### src/sld_consts.svh
// Constants of the serial link deframer control block
// Notes on behaviour
// - Select set: /K/ then non-R/K requests sync
// - Select clear: disparity error count requests sync
// - Skip set: user data follows code group sync
// - Skip clear: alignment sequence precedes user data
// - Method clear: checksum sums individual fields
// - Method set: checksum sums whole configuration octets
// - Test mode: alignment sequence repeats for ever
// - Repeat test checks lanes against repeating pattern
// - Plain mode: simultaneous lane errors give one event
// - Queued mode: errors counted, signalled one by one
// - Auto clear zeroes only the causing counter
// - Multiframe length takes 1, 2, 4; resets 1
// - Count three error kinds; threshold resets all ones
// - Count equal threshold raises interrupt and/or sync
// - Counting and compare run in every lane
// - Masked threshold hit asserts sync; mask resets 7
// - Mask bit order reversed from counter order
// - Soft reset synchronous, restores deframer, stops reception
`ifndef SLD_CONSTS_SVH
`define SLD_CONSTS_SVH
// ==========================================================
// Register offsets
`define SLD_OFS_CTRL0 12'h475
`define SLD_OFS_SEQ 12'h476
`define SLD_OFS_TEST 12'h477
`define SLD_OFS_MFLEN 12'h478
`define SLD_OFS_THRES 12'h47C
`define SLD_OFS_MASK 12'h47D
// ==========================================================
// Field positions
`define SLD_B_SRESET 3
`define SLD_B_FORCESYNC 2
`define SLD_B_CGSSEL 2
`define SLD_B_NOILAS 1
`define SLD_B_CKMETH 0
`define SLD_B_ILSMODE 7
`define SLD_B_REPTEST 5
`define SLD_B_QUEUED 4
`define SLD_B_AUTOCLR 3
// ==========================================================
// Reset values
`define SLD_RST_CGSSEL 1'h1
`define SLD_RST_MFLEN 8'h01
`define SLD_RST_THRES 8'hFF
`define SLD_RST_MASK 3'h7
// ==========================================================
// Characters and timing
`define SLD_K_CHAR 8'hBC
`define SLD_R_CHAR 8'h1C
`define SLD_CLK_NS 10
`define SLD_ERR_PULSE_NS 20
`define SLD_ILAS_MF 4
`define SLD_MF_UNIT 4
`define SLD_DISP_LIMIT 4
`endif

### src/sld_pkg.sv
// Shared types of the serial link deframer control block
package sld_pkg;
	// ==========================================================
	// Carriers
	typedef struct packed {
		logic valid;
		logic is_k;
		logic [7:0] data;
		logic bad_disparity_error;
		logic not_in_table_error;
		logic unexpected_control_char_error;
	} sld_lane_in_t;
	typedef struct packed {
		logic wr;
		logic [11:0] addr;
		logic [7:0] wdata;
	} sld_reg_req_t;
	typedef enum logic [1:0] {
		SLD_WAIT_CGS,
		SLD_ILAS,
		SLD_DATA,
		SLD_TEST_ILAS
	} sld_link_st_t;
	typedef logic [13:0][7:0] sld_cfg_oct_t;
	typedef struct packed {
		sld_link_st_t st;
		logic user_data_en;
		logic checksum_err;
		logic [7:0] checksum_value;
	} sld_status_t;
endpackage

### src/sld_err_counter.sv
// Per-lane error counters with threshold compare and auto clear
`timescale 1ns/100ps
module sld_err_counter
	import sld_pkg::*;
#(
	parameter int CNT_W = 8
) (
	input wire logic clk_sys,
	input wire logic clr,
	input wire logic [2:0] err_in,
	input wire logic [CNT_W-1:0] threshold,
	input wire logic [2:0] sync_mask,
	input wire logic auto_clear,
	output logic [2:0] hit,
	output logic [2:0] sync_event
);
	typedef struct packed {
		logic [2:0][CNT_W-1:0] cnt;
		logic [2:0] hit_seen;
	} sld_cnt_state_t;
	sld_cnt_state_t q_ff;
	sld_cnt_state_t nxt_q;

	// ==========================================================
	// Compare; an event fires only on the first equal cycle
	for (genvar i = 0; i < 3; i++) begin : g_cmp
		assign hit[i] = (q_ff.cnt[i] == threshold);
		assign sync_event[i] = hit[i] & ~q_ff.hit_seen[i] & sync_mask[i];
	end

	// Counters saturate so a stuck lane cannot wrap past threshold
	always_comb begin
		nxt_q = q_ff;
		nxt_q.hit_seen = hit;
		for (int i = 0; i < 3; i++) begin
			if (auto_clear && sync_event[i]) begin
				nxt_q.cnt[i] = CNT_W'(err_in[i]); // New error not lost
			end else if (err_in[i] && !(&q_ff.cnt[i])) begin
				nxt_q.cnt[i] = q_ff.cnt[i] + 1'b1;
			end
		end
		if (clr) begin
			nxt_q = '0;
		end
	end

	always_ff @(posedge clk_sys) begin
		q_ff <= nxt_q;
	end
endmodule

### src/sld_deframer_ctrl.sv
// Deframer link control, test modes and error reporting
`timescale 1ns/100ps
`include "sld_consts.svh"
module sld_deframer_ctrl
	import sld_pkg::*;
#(
	parameter int LANES = 8,
	parameter int DISP_LIMIT = `SLD_DISP_LIMIT
) (
	input wire logic clk_sys,
	input wire logic reset,
	input wire sld_reg_req_t reg_req,
	output logic [7:0] reg_rdata,
	input wire logic [LANES-1:0] cgs_done,
	input wire sld_lane_in_t [LANES-1:0] lane_in,
	input wire logic cfg_valid,
	input wire sld_cfg_oct_t cfg_oct,
	output logic sync_request_out_n,
	output logic threshold_irq,
	output sld_status_t status,
	output logic [LANES-1:0] pattern_err
);
	// ==========================================================
	// Timing
	localparam int PULSE_CYC =
		(`SLD_ERR_PULSE_NS + `SLD_CLK_NS - 1) / `SLD_CLK_NS;
	localparam logic [3:0] PULSE_LAST = 4'(PULSE_CYC - 1);
	localparam logic [7:0] DISP_LAST = 8'(DISP_LIMIT - 1);

	typedef struct packed {
		logic soft_rst;
		logic force_sync;
		logic post_sync_check_select;
		logic skip_alignment_sequence;
		logic ck_meth;
		logic alignment_test_mode;
		logic rep_test;
		logic queued;
		logic auto_clr;
		logic [7:0] mf_len;
		logic [7:0] thres;
		logic [2:0] mask;
		logic [7:0] rdata;
		sld_link_st_t st;
		logic [6:0] ilas_cnt;
		logic [7:0] disp_cnt;
		logic [7:0] q_cnt;
		logic [3:0] tmr;
		logic pulse_low;
		logic sync_n;
		logic [LANES-1:0] prev_k;
		logic [LANES-1:0] pat_full;
		logic [LANES-1:0] pat_err;
		logic [LANES-1:0][1:0] pat_idx;
		logic [LANES-1:0][3:0][7:0] pat;
		logic cks_err;
		logic [7:0] cks;
	} sld_ctrl_state_t;

	sld_ctrl_state_t q_ff;
	sld_ctrl_state_t nxt_q;
	logic dfr_rst;
	logic [2:0] mask_cnt_order;
	logic [LANES-1:0][2:0] lane_hit;
	logic [LANES-1:0][2:0] lane_ev;
	logic [7:0] ev_cnt;
	logic [8:0] q_sum;
	logic [6:0] ilas_last;
	logic resync;
	logic disp_seen;
	logic [7:0] fld_sum;
	logic [7:0] oct_sum;

	// ==========================================================
	// Per-lane error counters
	// soft reset clears deframer side
	assign dfr_rst = reset | q_ff.soft_rst;
	// mask bit 2 is bad disparity
	assign mask_cnt_order = {q_ff.mask[0], q_ff.mask[1], q_ff.mask[2]};

	for (genvar l = 0; l < LANES; l++) begin : g_lane
		sld_err_counter #(
			.CNT_W(8)
		) u_cnt (
			.clk_sys(clk_sys),
			.clr(dfr_rst),
			.err_in({lane_in[l].unexpected_control_char_error,
				lane_in[l].not_in_table_error,
				lane_in[l].bad_disparity_error}),
			.threshold(q_ff.thres),
			.sync_mask(mask_cnt_order),
			.auto_clear(q_ff.auto_clr),
			.hit(lane_hit[l]),
			.sync_event(lane_ev[l])
		);
	end

	assign threshold_irq = |lane_hit;

	// Checksum by fields; reserved octets count as fields
	// field-wise sum
	assign fld_sum = cfg_oct[0] + 8'(cfg_oct[1][7:4])
		+ 8'(cfg_oct[1][3:0]) + 8'(cfg_oct[2][6])
		+ 8'(cfg_oct[2][5]) + 8'(cfg_oct[2][4:0])
		+ 8'(cfg_oct[3][7]) + 8'(cfg_oct[3][4:0]) + cfg_oct[4]
		+ 8'(cfg_oct[5][4:0]) + cfg_oct[6] + 8'(cfg_oct[7][7:6])
		+ 8'(cfg_oct[7][4:0]) + 8'(cfg_oct[8][7:5])
		+ 8'(cfg_oct[8][4:0]) + 8'(cfg_oct[9][7:5])
		+ 8'(cfg_oct[9][4:0]) + 8'(cfg_oct[10][7])
		+ 8'(cfg_oct[10][4:0]) + cfg_oct[11] + cfg_oct[12];

	// Alignment phase length in octets, from multiframe count
	assign ilas_last = 7'(q_ff.mf_len * (`SLD_ILAS_MF * `SLD_MF_UNIT) - 1);

	// ==========================================================
	// Next-state logic
	always_comb begin
		nxt_q = q_ff;
		resync = 1'b0;
		disp_seen = 1'b0;
		ev_cnt = 8'h00;
		oct_sum = 8'h00;
		q_sum = 9'h000;
		// Register writes; settings are only legal under soft reset
		if (reg_req.wr) begin
			case (reg_req.addr)
				`SLD_OFS_CTRL0: begin
					nxt_q.soft_rst = reg_req.wdata[`SLD_B_SRESET];
					nxt_q.force_sync = reg_req.wdata[`SLD_B_FORCESYNC];
				end
				`SLD_OFS_SEQ: begin
					nxt_q.post_sync_check_select = reg_req.wdata[`SLD_B_CGSSEL];
					nxt_q.skip_alignment_sequence = reg_req.wdata[`SLD_B_NOILAS];
					nxt_q.ck_meth = reg_req.wdata[`SLD_B_CKMETH];
				end
				`SLD_OFS_TEST: begin
					nxt_q.alignment_test_mode = reg_req.wdata[`SLD_B_ILSMODE];
					nxt_q.rep_test = reg_req.wdata[`SLD_B_REPTEST];
					nxt_q.queued = reg_req.wdata[`SLD_B_QUEUED];
					nxt_q.auto_clr = reg_req.wdata[`SLD_B_AUTOCLR];
				end
				`SLD_OFS_MFLEN: begin
					if (reg_req.wdata == 8'h01 || reg_req.wdata == 8'h02
						|| reg_req.wdata == 8'h04) begin
						nxt_q.mf_len = reg_req.wdata;
					end
				end
				`SLD_OFS_THRES: nxt_q.thres = reg_req.wdata;
				`SLD_OFS_MASK: nxt_q.mask = reg_req.wdata[2:0];
				default: ;
			endcase
		end
		// Read data, one cycle after the address; holes read zero
		nxt_q.rdata = 8'h00;
		case (reg_req.addr)
			`SLD_OFS_CTRL0: begin
				nxt_q.rdata[`SLD_B_SRESET] = q_ff.soft_rst;
				nxt_q.rdata[`SLD_B_FORCESYNC] = q_ff.force_sync;
			end
			`SLD_OFS_SEQ: begin
				nxt_q.rdata[`SLD_B_CGSSEL] = q_ff.post_sync_check_select;
				nxt_q.rdata[`SLD_B_NOILAS] = q_ff.skip_alignment_sequence;
				nxt_q.rdata[`SLD_B_CKMETH] = q_ff.ck_meth;
			end
			`SLD_OFS_TEST: begin
				nxt_q.rdata[`SLD_B_ILSMODE] = q_ff.alignment_test_mode;
				nxt_q.rdata[`SLD_B_REPTEST] = q_ff.rep_test;
				nxt_q.rdata[`SLD_B_QUEUED] = q_ff.queued;
				nxt_q.rdata[`SLD_B_AUTOCLR] = q_ff.auto_clr;
			end
			`SLD_OFS_MFLEN: nxt_q.rdata = q_ff.mf_len;
			`SLD_OFS_THRES: nxt_q.rdata = q_ff.thres;
			`SLD_OFS_MASK: nxt_q.rdata = {5'h00, q_ff.mask};
			default: ;
		endcase

		// Post-sync character checks on every lane
		for (int l = 0; l < LANES; l++) begin
			if (lane_in[l].valid) begin
				disp_seen = disp_seen | lane_in[l].bad_disparity_error;
				// /K/ must be followed by /R/ or /K/
				if (q_ff.post_sync_check_select && q_ff.prev_k[l] && !(lane_in[l].is_k
					&& (lane_in[l].data == `SLD_K_CHAR
					|| lane_in[l].data == `SLD_R_CHAR))) begin
					resync = 1'b1;
				end
				nxt_q.prev_k[l] = lane_in[l].is_k
					&& lane_in[l].data == `SLD_K_CHAR;
			end
		end
		// disparity errors accumulate to a resync
		if (!q_ff.post_sync_check_select && disp_seen && q_ff.st != SLD_WAIT_CGS) begin
			if (q_ff.disp_cnt == DISP_LAST) begin
				resync = 1'b1;
				nxt_q.disp_cnt = 8'h00;
			end else begin
				nxt_q.disp_cnt = q_ff.disp_cnt + 8'h01;
			end
		end

		// Link sequencing after code group sync
		unique case (q_ff.st)
			SLD_WAIT_CGS: begin
				nxt_q.ilas_cnt = 7'h00;
				nxt_q.disp_cnt = 8'h00;
				if (&cgs_done) begin
					if (q_ff.alignment_test_mode) begin
						nxt_q.st = SLD_TEST_ILAS;
					end else if (q_ff.skip_alignment_sequence) begin
						nxt_q.st = SLD_DATA;
					end else begin
						nxt_q.st = SLD_ILAS;
					end
				end
			end
			SLD_ILAS, SLD_TEST_ILAS: begin
				if (lane_in[0].valid) begin
					if (q_ff.ilas_cnt == ilas_last) begin
						nxt_q.ilas_cnt = 7'h00;
						if (q_ff.st == SLD_ILAS) begin
							nxt_q.st = SLD_DATA;
						end
					end else begin
						nxt_q.ilas_cnt = q_ff.ilas_cnt + 7'h01;
					end
				end
			end
			SLD_DATA: ;
		endcase
		// Lost lane sync or a check failure restarts the link
		if (q_ff.st != SLD_WAIT_CGS && (resync || !(&cgs_done))) begin
			nxt_q.st = SLD_WAIT_CGS;
		end

		// Repeat pattern: first four octets learnt, then compared
		// relies on test mode being clear
		if (q_ff.rep_test && !q_ff.alignment_test_mode && q_ff.st == SLD_DATA) begin
			for (int l = 0; l < LANES; l++) begin
				if (lane_in[l].valid) begin
					if (!q_ff.pat_full[l]) begin
						nxt_q.pat[l][q_ff.pat_idx[l]] = lane_in[l].data;
						nxt_q.pat_full[l] = &q_ff.pat_idx[l];
					end else if (q_ff.pat[l][q_ff.pat_idx[l]]
						!= lane_in[l].data) begin
						nxt_q.pat_err[l] = 1'b1;
					end
					nxt_q.pat_idx[l] = q_ff.pat_idx[l] + 2'h1;
				end
			end
		end

		// Configuration checksum, chosen by method
		for (int i = 0; i < 13; i++) begin
			oct_sum = oct_sum + cfg_oct[i];
		end
		if (cfg_valid) begin
			nxt_q.cks = q_ff.ck_meth ? oct_sum : fld_sum;
			nxt_q.cks_err = (nxt_q.cks != cfg_oct[13]);
		end

		// Error events: one per cycle, or every one when queued
		for (int l = 0; l < LANES; l++) begin
			for (int i = 0; i < 3; i++) begin
				ev_cnt = ev_cnt + 8'(lane_ev[l][i]);
			end
		end
		if (q_ff.queued) begin
			q_sum = {1'b0, q_ff.q_cnt} + {1'b0, ev_cnt};
			if (q_sum[8]) begin
				q_sum = 9'h0FF;
			end
		end else begin
			q_sum = {8'h00, (|q_ff.q_cnt) | (|lane_ev)};
		end
		// Each pending event becomes a low pulse then a high gap
		if (q_ff.tmr != 4'h0) begin
			nxt_q.tmr = q_ff.tmr - 4'h1;
		end else if (q_ff.pulse_low) begin
			nxt_q.pulse_low = 1'b0;
			nxt_q.tmr = PULSE_LAST;
		end else if (q_sum != 9'h000) begin
			nxt_q.pulse_low = 1'b1;
			nxt_q.tmr = PULSE_LAST;
			q_sum = q_sum - 9'h001;
		end
		nxt_q.q_cnt = q_sum[7:0];

		// soft reset returns deframer to power-on state
		if (q_ff.soft_rst) begin
			nxt_q.st = SLD_WAIT_CGS;
			nxt_q.ilas_cnt = 7'h00;
			nxt_q.disp_cnt = 8'h00;
			nxt_q.q_cnt = 8'h00;
			nxt_q.tmr = 4'h0;
			nxt_q.pulse_low = 1'b0;
			nxt_q.prev_k = '0;
			nxt_q.pat_full = '0;
			nxt_q.pat_err = '0;
			nxt_q.pat_idx = '0;
			nxt_q.pat = '0;
			nxt_q.cks_err = 1'b0;
			nxt_q.cks = 8'h00;
		end
		// sync low while unsynced, forced or reporting
		nxt_q.sync_n = !(nxt_q.st == SLD_WAIT_CGS || nxt_q.force_sync
			|| nxt_q.pulse_low);
	end

	// ==========================================================
	// State register; settings survive soft reset
	always_ff @(posedge clk_sys) begin
		if (reset) begin
			q_ff <= '0;
			q_ff.post_sync_check_select <= `SLD_RST_CGSSEL;
			q_ff.mf_len <= `SLD_RST_MFLEN;
			q_ff.thres <= `SLD_RST_THRES;
			q_ff.mask <= `SLD_RST_MASK;
		end else begin
			q_ff <= nxt_q;
		end
	end

	// Outputs
	assign reg_rdata = q_ff.rdata;
	assign sync_request_out_n = q_ff.sync_n;
	assign pattern_err = q_ff.pat_err;
	assign status.st = q_ff.st;
	assign status.user_data_en = (q_ff.st == SLD_DATA);
	assign status.checksum_err = q_ff.cks_err;
	assign status.checksum_value = q_ff.cks;
endmodule

### config.mk
export PLATFORM = sky130hd
export DESIGN_NAME = sld_deframer_ctrl
export DESIGN_NICKNAME = d
export VERILOG_FILES = /design/src/sld_pkg.sv /design/src/sld_err_counter.sv /design/src/sld_deframer_ctrl.sv
export VERILOG_INCLUDE_DIRS = /design/src /design/src/src
export SDC_FILE = /design/constraint.sdc
export NUM_CORES = 2
export LEC_CHECK = 0
export BUFFER_PORTS_ARGS = -buffer_cell sky130_fd_sc_hd__clkbuf_2
export CAP_MARGIN = 20
export CORE_MARGIN = 3
export CORE_UTILIZATION = 25
export DETAILED_ROUTE_END_ITERATION = 12
export SLEW_MARGIN = 30
export SYNTH_ARGS = -nofsm -noshare
export SYNTH_HDL_FRONTEND = slang
export SYNTH_HIERARCHICAL = 1
export SYNTH_SLANG_ARGS = --single-unit
### constraint.sdc
create_clock -name clk_sys -period 20.9 [get_ports clk_sys]
set_input_delay 1.045 -clock clk_sys [delete_from_list [all_inputs] [get_ports clk_sys]]
set_output_delay 1.045 -clock clk_sys [all_outputs]
set_load 0.01 [all_outputs]
==> out/qor.log <==
INFO  power_and_ir_drop final_power=4210uW
INFO  yosys          netlist_area=35900um2
INFO  sta            report.final.hold_viol_count=0
INFO  clock_network  ctsHoldBuffers=0
INFO  routing        post-route-drc-count=0
INFO  clock_network  cts.path.max_buffers=3
INFO  routing        via_to_cell_ratio=4.78
INFO  routing        num_vias=29824
INFO  critical_path  worst-path-stages=23
INFO  critical_path  cp_cell_sequence=buf_4 -> xnor2_1 -> nand2_1 -> nor4_4 -> inv_1 -> fa_1 -> fa_1 -> fa_1 -> fa_1 -> fa_1 -> fa_1 -> inv_1 -> fa_1 -> a21oi_2 -> o21ai_2 -> a21oi_2 -> nor2_1 -> a2bb2oi_1 -> inv_1 -> ha_1 -> a41oi_2 -> mux2_1 -> nor2_1
INFO  yosys          ys_async_sr_fraction=0%
INFO  sta            worst-slew-pin-transition=0.981ns
INFO  routing        routedWlPerCell=16.8um
INFO  critical_path  timing.critical_path.slowest_stage_cell=dfxtp_2
INFO  yosys          postSynth.topFlopCell=dfxtp_1
INFO  placed_design  pre_cts_slack=13.62ns
INFO  clock_network  cts_repair_resize_count=0
INFO  global_route   number_of_antenna_violations_at_the_first_check_in_global_routing=29
INFO  placed_design  place.port_buffers=277
INFO  yosys          synth_top_area_cell=dfxtp_1
INFO  global_route   grt_first_pass_wirelength=164000um
INFO  floorplanning  die_w=385um
INFO  yosys          mappedNetlistNets=4625
INFO  sta            slew_viol_final=0
INFO  yosys          synth.ff_latch_count=588
INFO  run_status     result_of_the_run=completed
INFO  floorplanning  boundaryPins=278
INFO  yosys          post-synth-top-count-cell=dfxtp_1
INFO  sta            setup_viol_count_final=0
INFO  finish         areaGrowthSynthToFinish=14.9%
INFO  critical_path  cp_max_fo=17
INFO  routing        routed_wl=105000um
INFO  routing        iter_0_drt_violations=2081
INFO  power_and_ir_drop power-per-cell-area=102nW/um2
INFO  finish         final_cell_area=41300um2
INFO  critical_path  worstPathRequired=21.50ns
INFO  yosys          synth_top_area_share=32.8%
INFO  clock_network  clockRootBuffer=clkbuf_16
INFO  yosys          yosysWarnings=6
INFO  clock_network  clock-sinks=588
INFO  critical_path  critical_path_class=reg2reg
INFO  critical_path  reg2reg_depth=23
INFO  yosys          syn-mean-instance-area=8.72um2
INFO  power_and_ir_drop standby_leakage_power=0.0150uW
INFO  critical_path  worst_setup_path_startpoint=q_ff[348]$_SDFFE_PP1P_
INFO  placed_design  gp_congestion=0.854
INFO  critical_path  crit_path_max_incr_delay=0.75ns
INFO  critical_path  crit_buf_inv=4
INFO  floorplanning  rows=138
INFO  finish         num-nets-final=4783
INFO  floorplanning  initial_core_util=25.3%
INFO  clock_network  tritoncts=built
INFO  sta            setup_ws=13.55ns
INFO  yosys          synth_area_leaders=dfxtp_1, fa_1, xnor2_1
INFO  critical_path  regToRegStartpoint=q_ff[348]$_SDFFE_PP1P_
INFO  critical_path  critPathMostFrequentCell=fa_1
INFO  sta            final.setup_skew=0.0265ns
INFO  global_route   vias_in_the_first_global_route=28667
INFO  critical_path  worstReg2RegEnd=q_ff[312]$_SDFF_PP0_
INFO  clock_network  cts.reportedPaths.clkPinSlew=0.06ns
INFO  floorplanning  die_area=148000um2
INFO  sta            timing.fmax=136MHz
INFO  yosys          synth-edff-count=0
INFO  placed_design  hpwl_after_detailed_placement=77000um
INFO  clock_network  numCtsBuffers=72
INFO  global_route   grt_overall_usage=13.9%
INFO  critical_path  timing.critical_path.from_type=flip-flop
INFO  critical_path  endpoint_kind=flip-flop
INFO  sta            finalWorstPathRequiredPeriod=7.35ns
INFO  clock_network  h-tree-depth=3
INFO  floorplanning  core_region_area=142000um2
INFO  global_route   overflow=0
INFO  critical_path  timing.reg2reg.setup_slack=13.55ns
INFO  critical_path  critical_path.endpoint=q_ff[312]$_SDFF_PP0_
INFO  critical_path  cpLargestDelayFamily=adder cells
INFO  floorplanning  die_y=385um
INFO  placed_design  post_dp_cell_area=38800um2
INFO  yosys          synth_top_cells_by_count=dfxtp_1, nand2_1, nand3_1
INFO  routing        drt_first_pass_iters=5
INFO  clock_network  cts_setup_buffers=0
INFO  sta            min_period_over_period=35.2%
INFO  clock_network  clk-insertion-delay-late=0.66ns
INFO  sta            setup-tns-final=0ns
INFO  sta            rsz0062_at_grt=no
INFO  yosys          synthDistinctLibCells=89
INFO  sta            slew_headroom=34.6%
INFO  hold_path      hold_path_class=reg2reg
INFO  finish         post_route_cells_drive_above_1_share=14.5%
INFO  power_and_ir_drop power.ir.vdd_worst=0.225mV
INFO  global_route   largest_net_degree_at_the_start_of_global_routing=155
INFO  critical_path  timing.critical_path.arrival=7.94ns
INFO  yosys          post_synth_inst_count=4119
INFO  yosys          synth.yosys.seq_area_share=32.8%
INFO  job            cap_violations=0
INFO  routing        route.antenna.remaining_nets=0
worst register-to-register path: stages, from the launching register on:
cell       delay, ns
dfxtp_2         0.75
buf_4           0.36
xnor2_1         0.15
nand2_1         0.11
nor4_4          0.50
inv_1           0.11
fa_1            0.52
fa_1            0.43
fa_1            0.50
fa_1            0.57
fa_1            0.45
fa_1            0.40
inv_1           0.08
fa_1            0.23
a21oi_2         0.09
o21ai_2         0.13
a21oi_2         0.09
nor2_1          0.36
a2bb2oi_1       0.43
inv_1           0.12
ha_1            0.26
a41oi_2         0.22
mux2_1          0.35
nor2_1          0.08
power breakdown:
| part | switching [uW] | internal, uW |
|---|---|---|
| Clock | 545 | 751 |
| Sequential | 29.4 | 1150 |
| Combinational | 955 | 780 |
through the flow:
step                hold slack, ns  std cells  util [%]
finish                       0.452       6243      29.0
global route                 0.467       6229      29.0
CTS                          0.452       6224      29.0
detailed placement           0.444       6093      27.3
global placement             0.438       6093      27.3
floorplan                    0.430       4119         -
sequential cells by signal (all words and copies together), names as in the netlist:
signal and flops:
sync_request_out_n 1, reg_rdata 8, pattern_err 8, q_ff 341
g_lane.u_cnt/q_ff 216, status 11, mask_cnt_order 3
logic make-up (layout without fill, tap and decap cells):
logic type / after synthesis / in the layout / share of synthesized area, %
other: 0 / 19 / 0
muxes: 98 / 98 / 4.98
xor gates and xnor gates: 407 / 407 / 10.1
buffers and inverters: 416 / 631 / 5.24
and+or+nand+nor: 1723 / 1723 / 24.4
adders and majority gates: 258 / 258 / 12.3
AOI/OAI and AO/OA: 629 / 629 / 10.1
DFF: 588 / 588 / 32.8
how the worst min path moves through the flow:
stage | start | endpoint | cells past startpoint
final | q_ff[114]$_SDFFE_PP0P_ | q_ff[114]$_SDFFE_PP0P_ | 2
after global routing | q_ff[70]$_SDFFE_PP0P_ | q_ff[70]$_SDFFE_PP0P_ | 2
after CTS | q_ff[34]$_SDFFE_PP0P_ | q_ff[34]$_SDFFE_PP0P_ | 2
after detailed placement | q_ff[34]$_SDFFE_PP0P_ | q_ff[34]$_SDFFE_PP0P_ | 2
after global placement | q_ff[264]$_SDFFE_PP0P_ | q_ff[264]$_SDFFE_PP0P_ | 2
after floorplan | q_ff[358]$_SDFFE_PP0P_ | q_ff[358]$_SDFFE_PP0P_ | 1
placed cells by master (no fill, tap or decap), types with 64 or more instances in the layout:
cell type  count
dfxtp_1      579
nand2_1      539
nand3_1      420
a21oi_1      372
nor2_1       311
clkbuf_2     277
xnor2_1      267
inv_1        198
fa_1         159
xor2_1       131
ha_1          99
o21ai_0       92
nand4_1       82
clkbuf_16     72
mux4_2        64
cell type report:
| class | instances | area (um2) |
|---|---|---|
| Antenna cell | 19 | 47.5 |
| Clock buffer | 103 | 2070 |
| Clock inverter | 28 | 395 |
| Fill cell | 14958 | 101000 |
| Inverter | 200 | 758 |
| Multi-Input combinational cell | 3115 | 22300 |
| Sequential cell | 588 | 11800 |
| Tap cell | 1890 | 2360 |
| Timing Repair Buffer | 300 | 1560 |
per-layer routing:
metal / up-vias / GRT usage (%) / share of wire [%]
met5: - / 0 / 0.10
met4: 14 / 4.65 / 2.8
met3: 158 / 3.93 / 8.4
met2: 753 / 21.6 / 45
met1: 14359 / 18.6 / 44
li1: 14540 / - / -
Note: power is estimated with default switching activity, not from simulation.
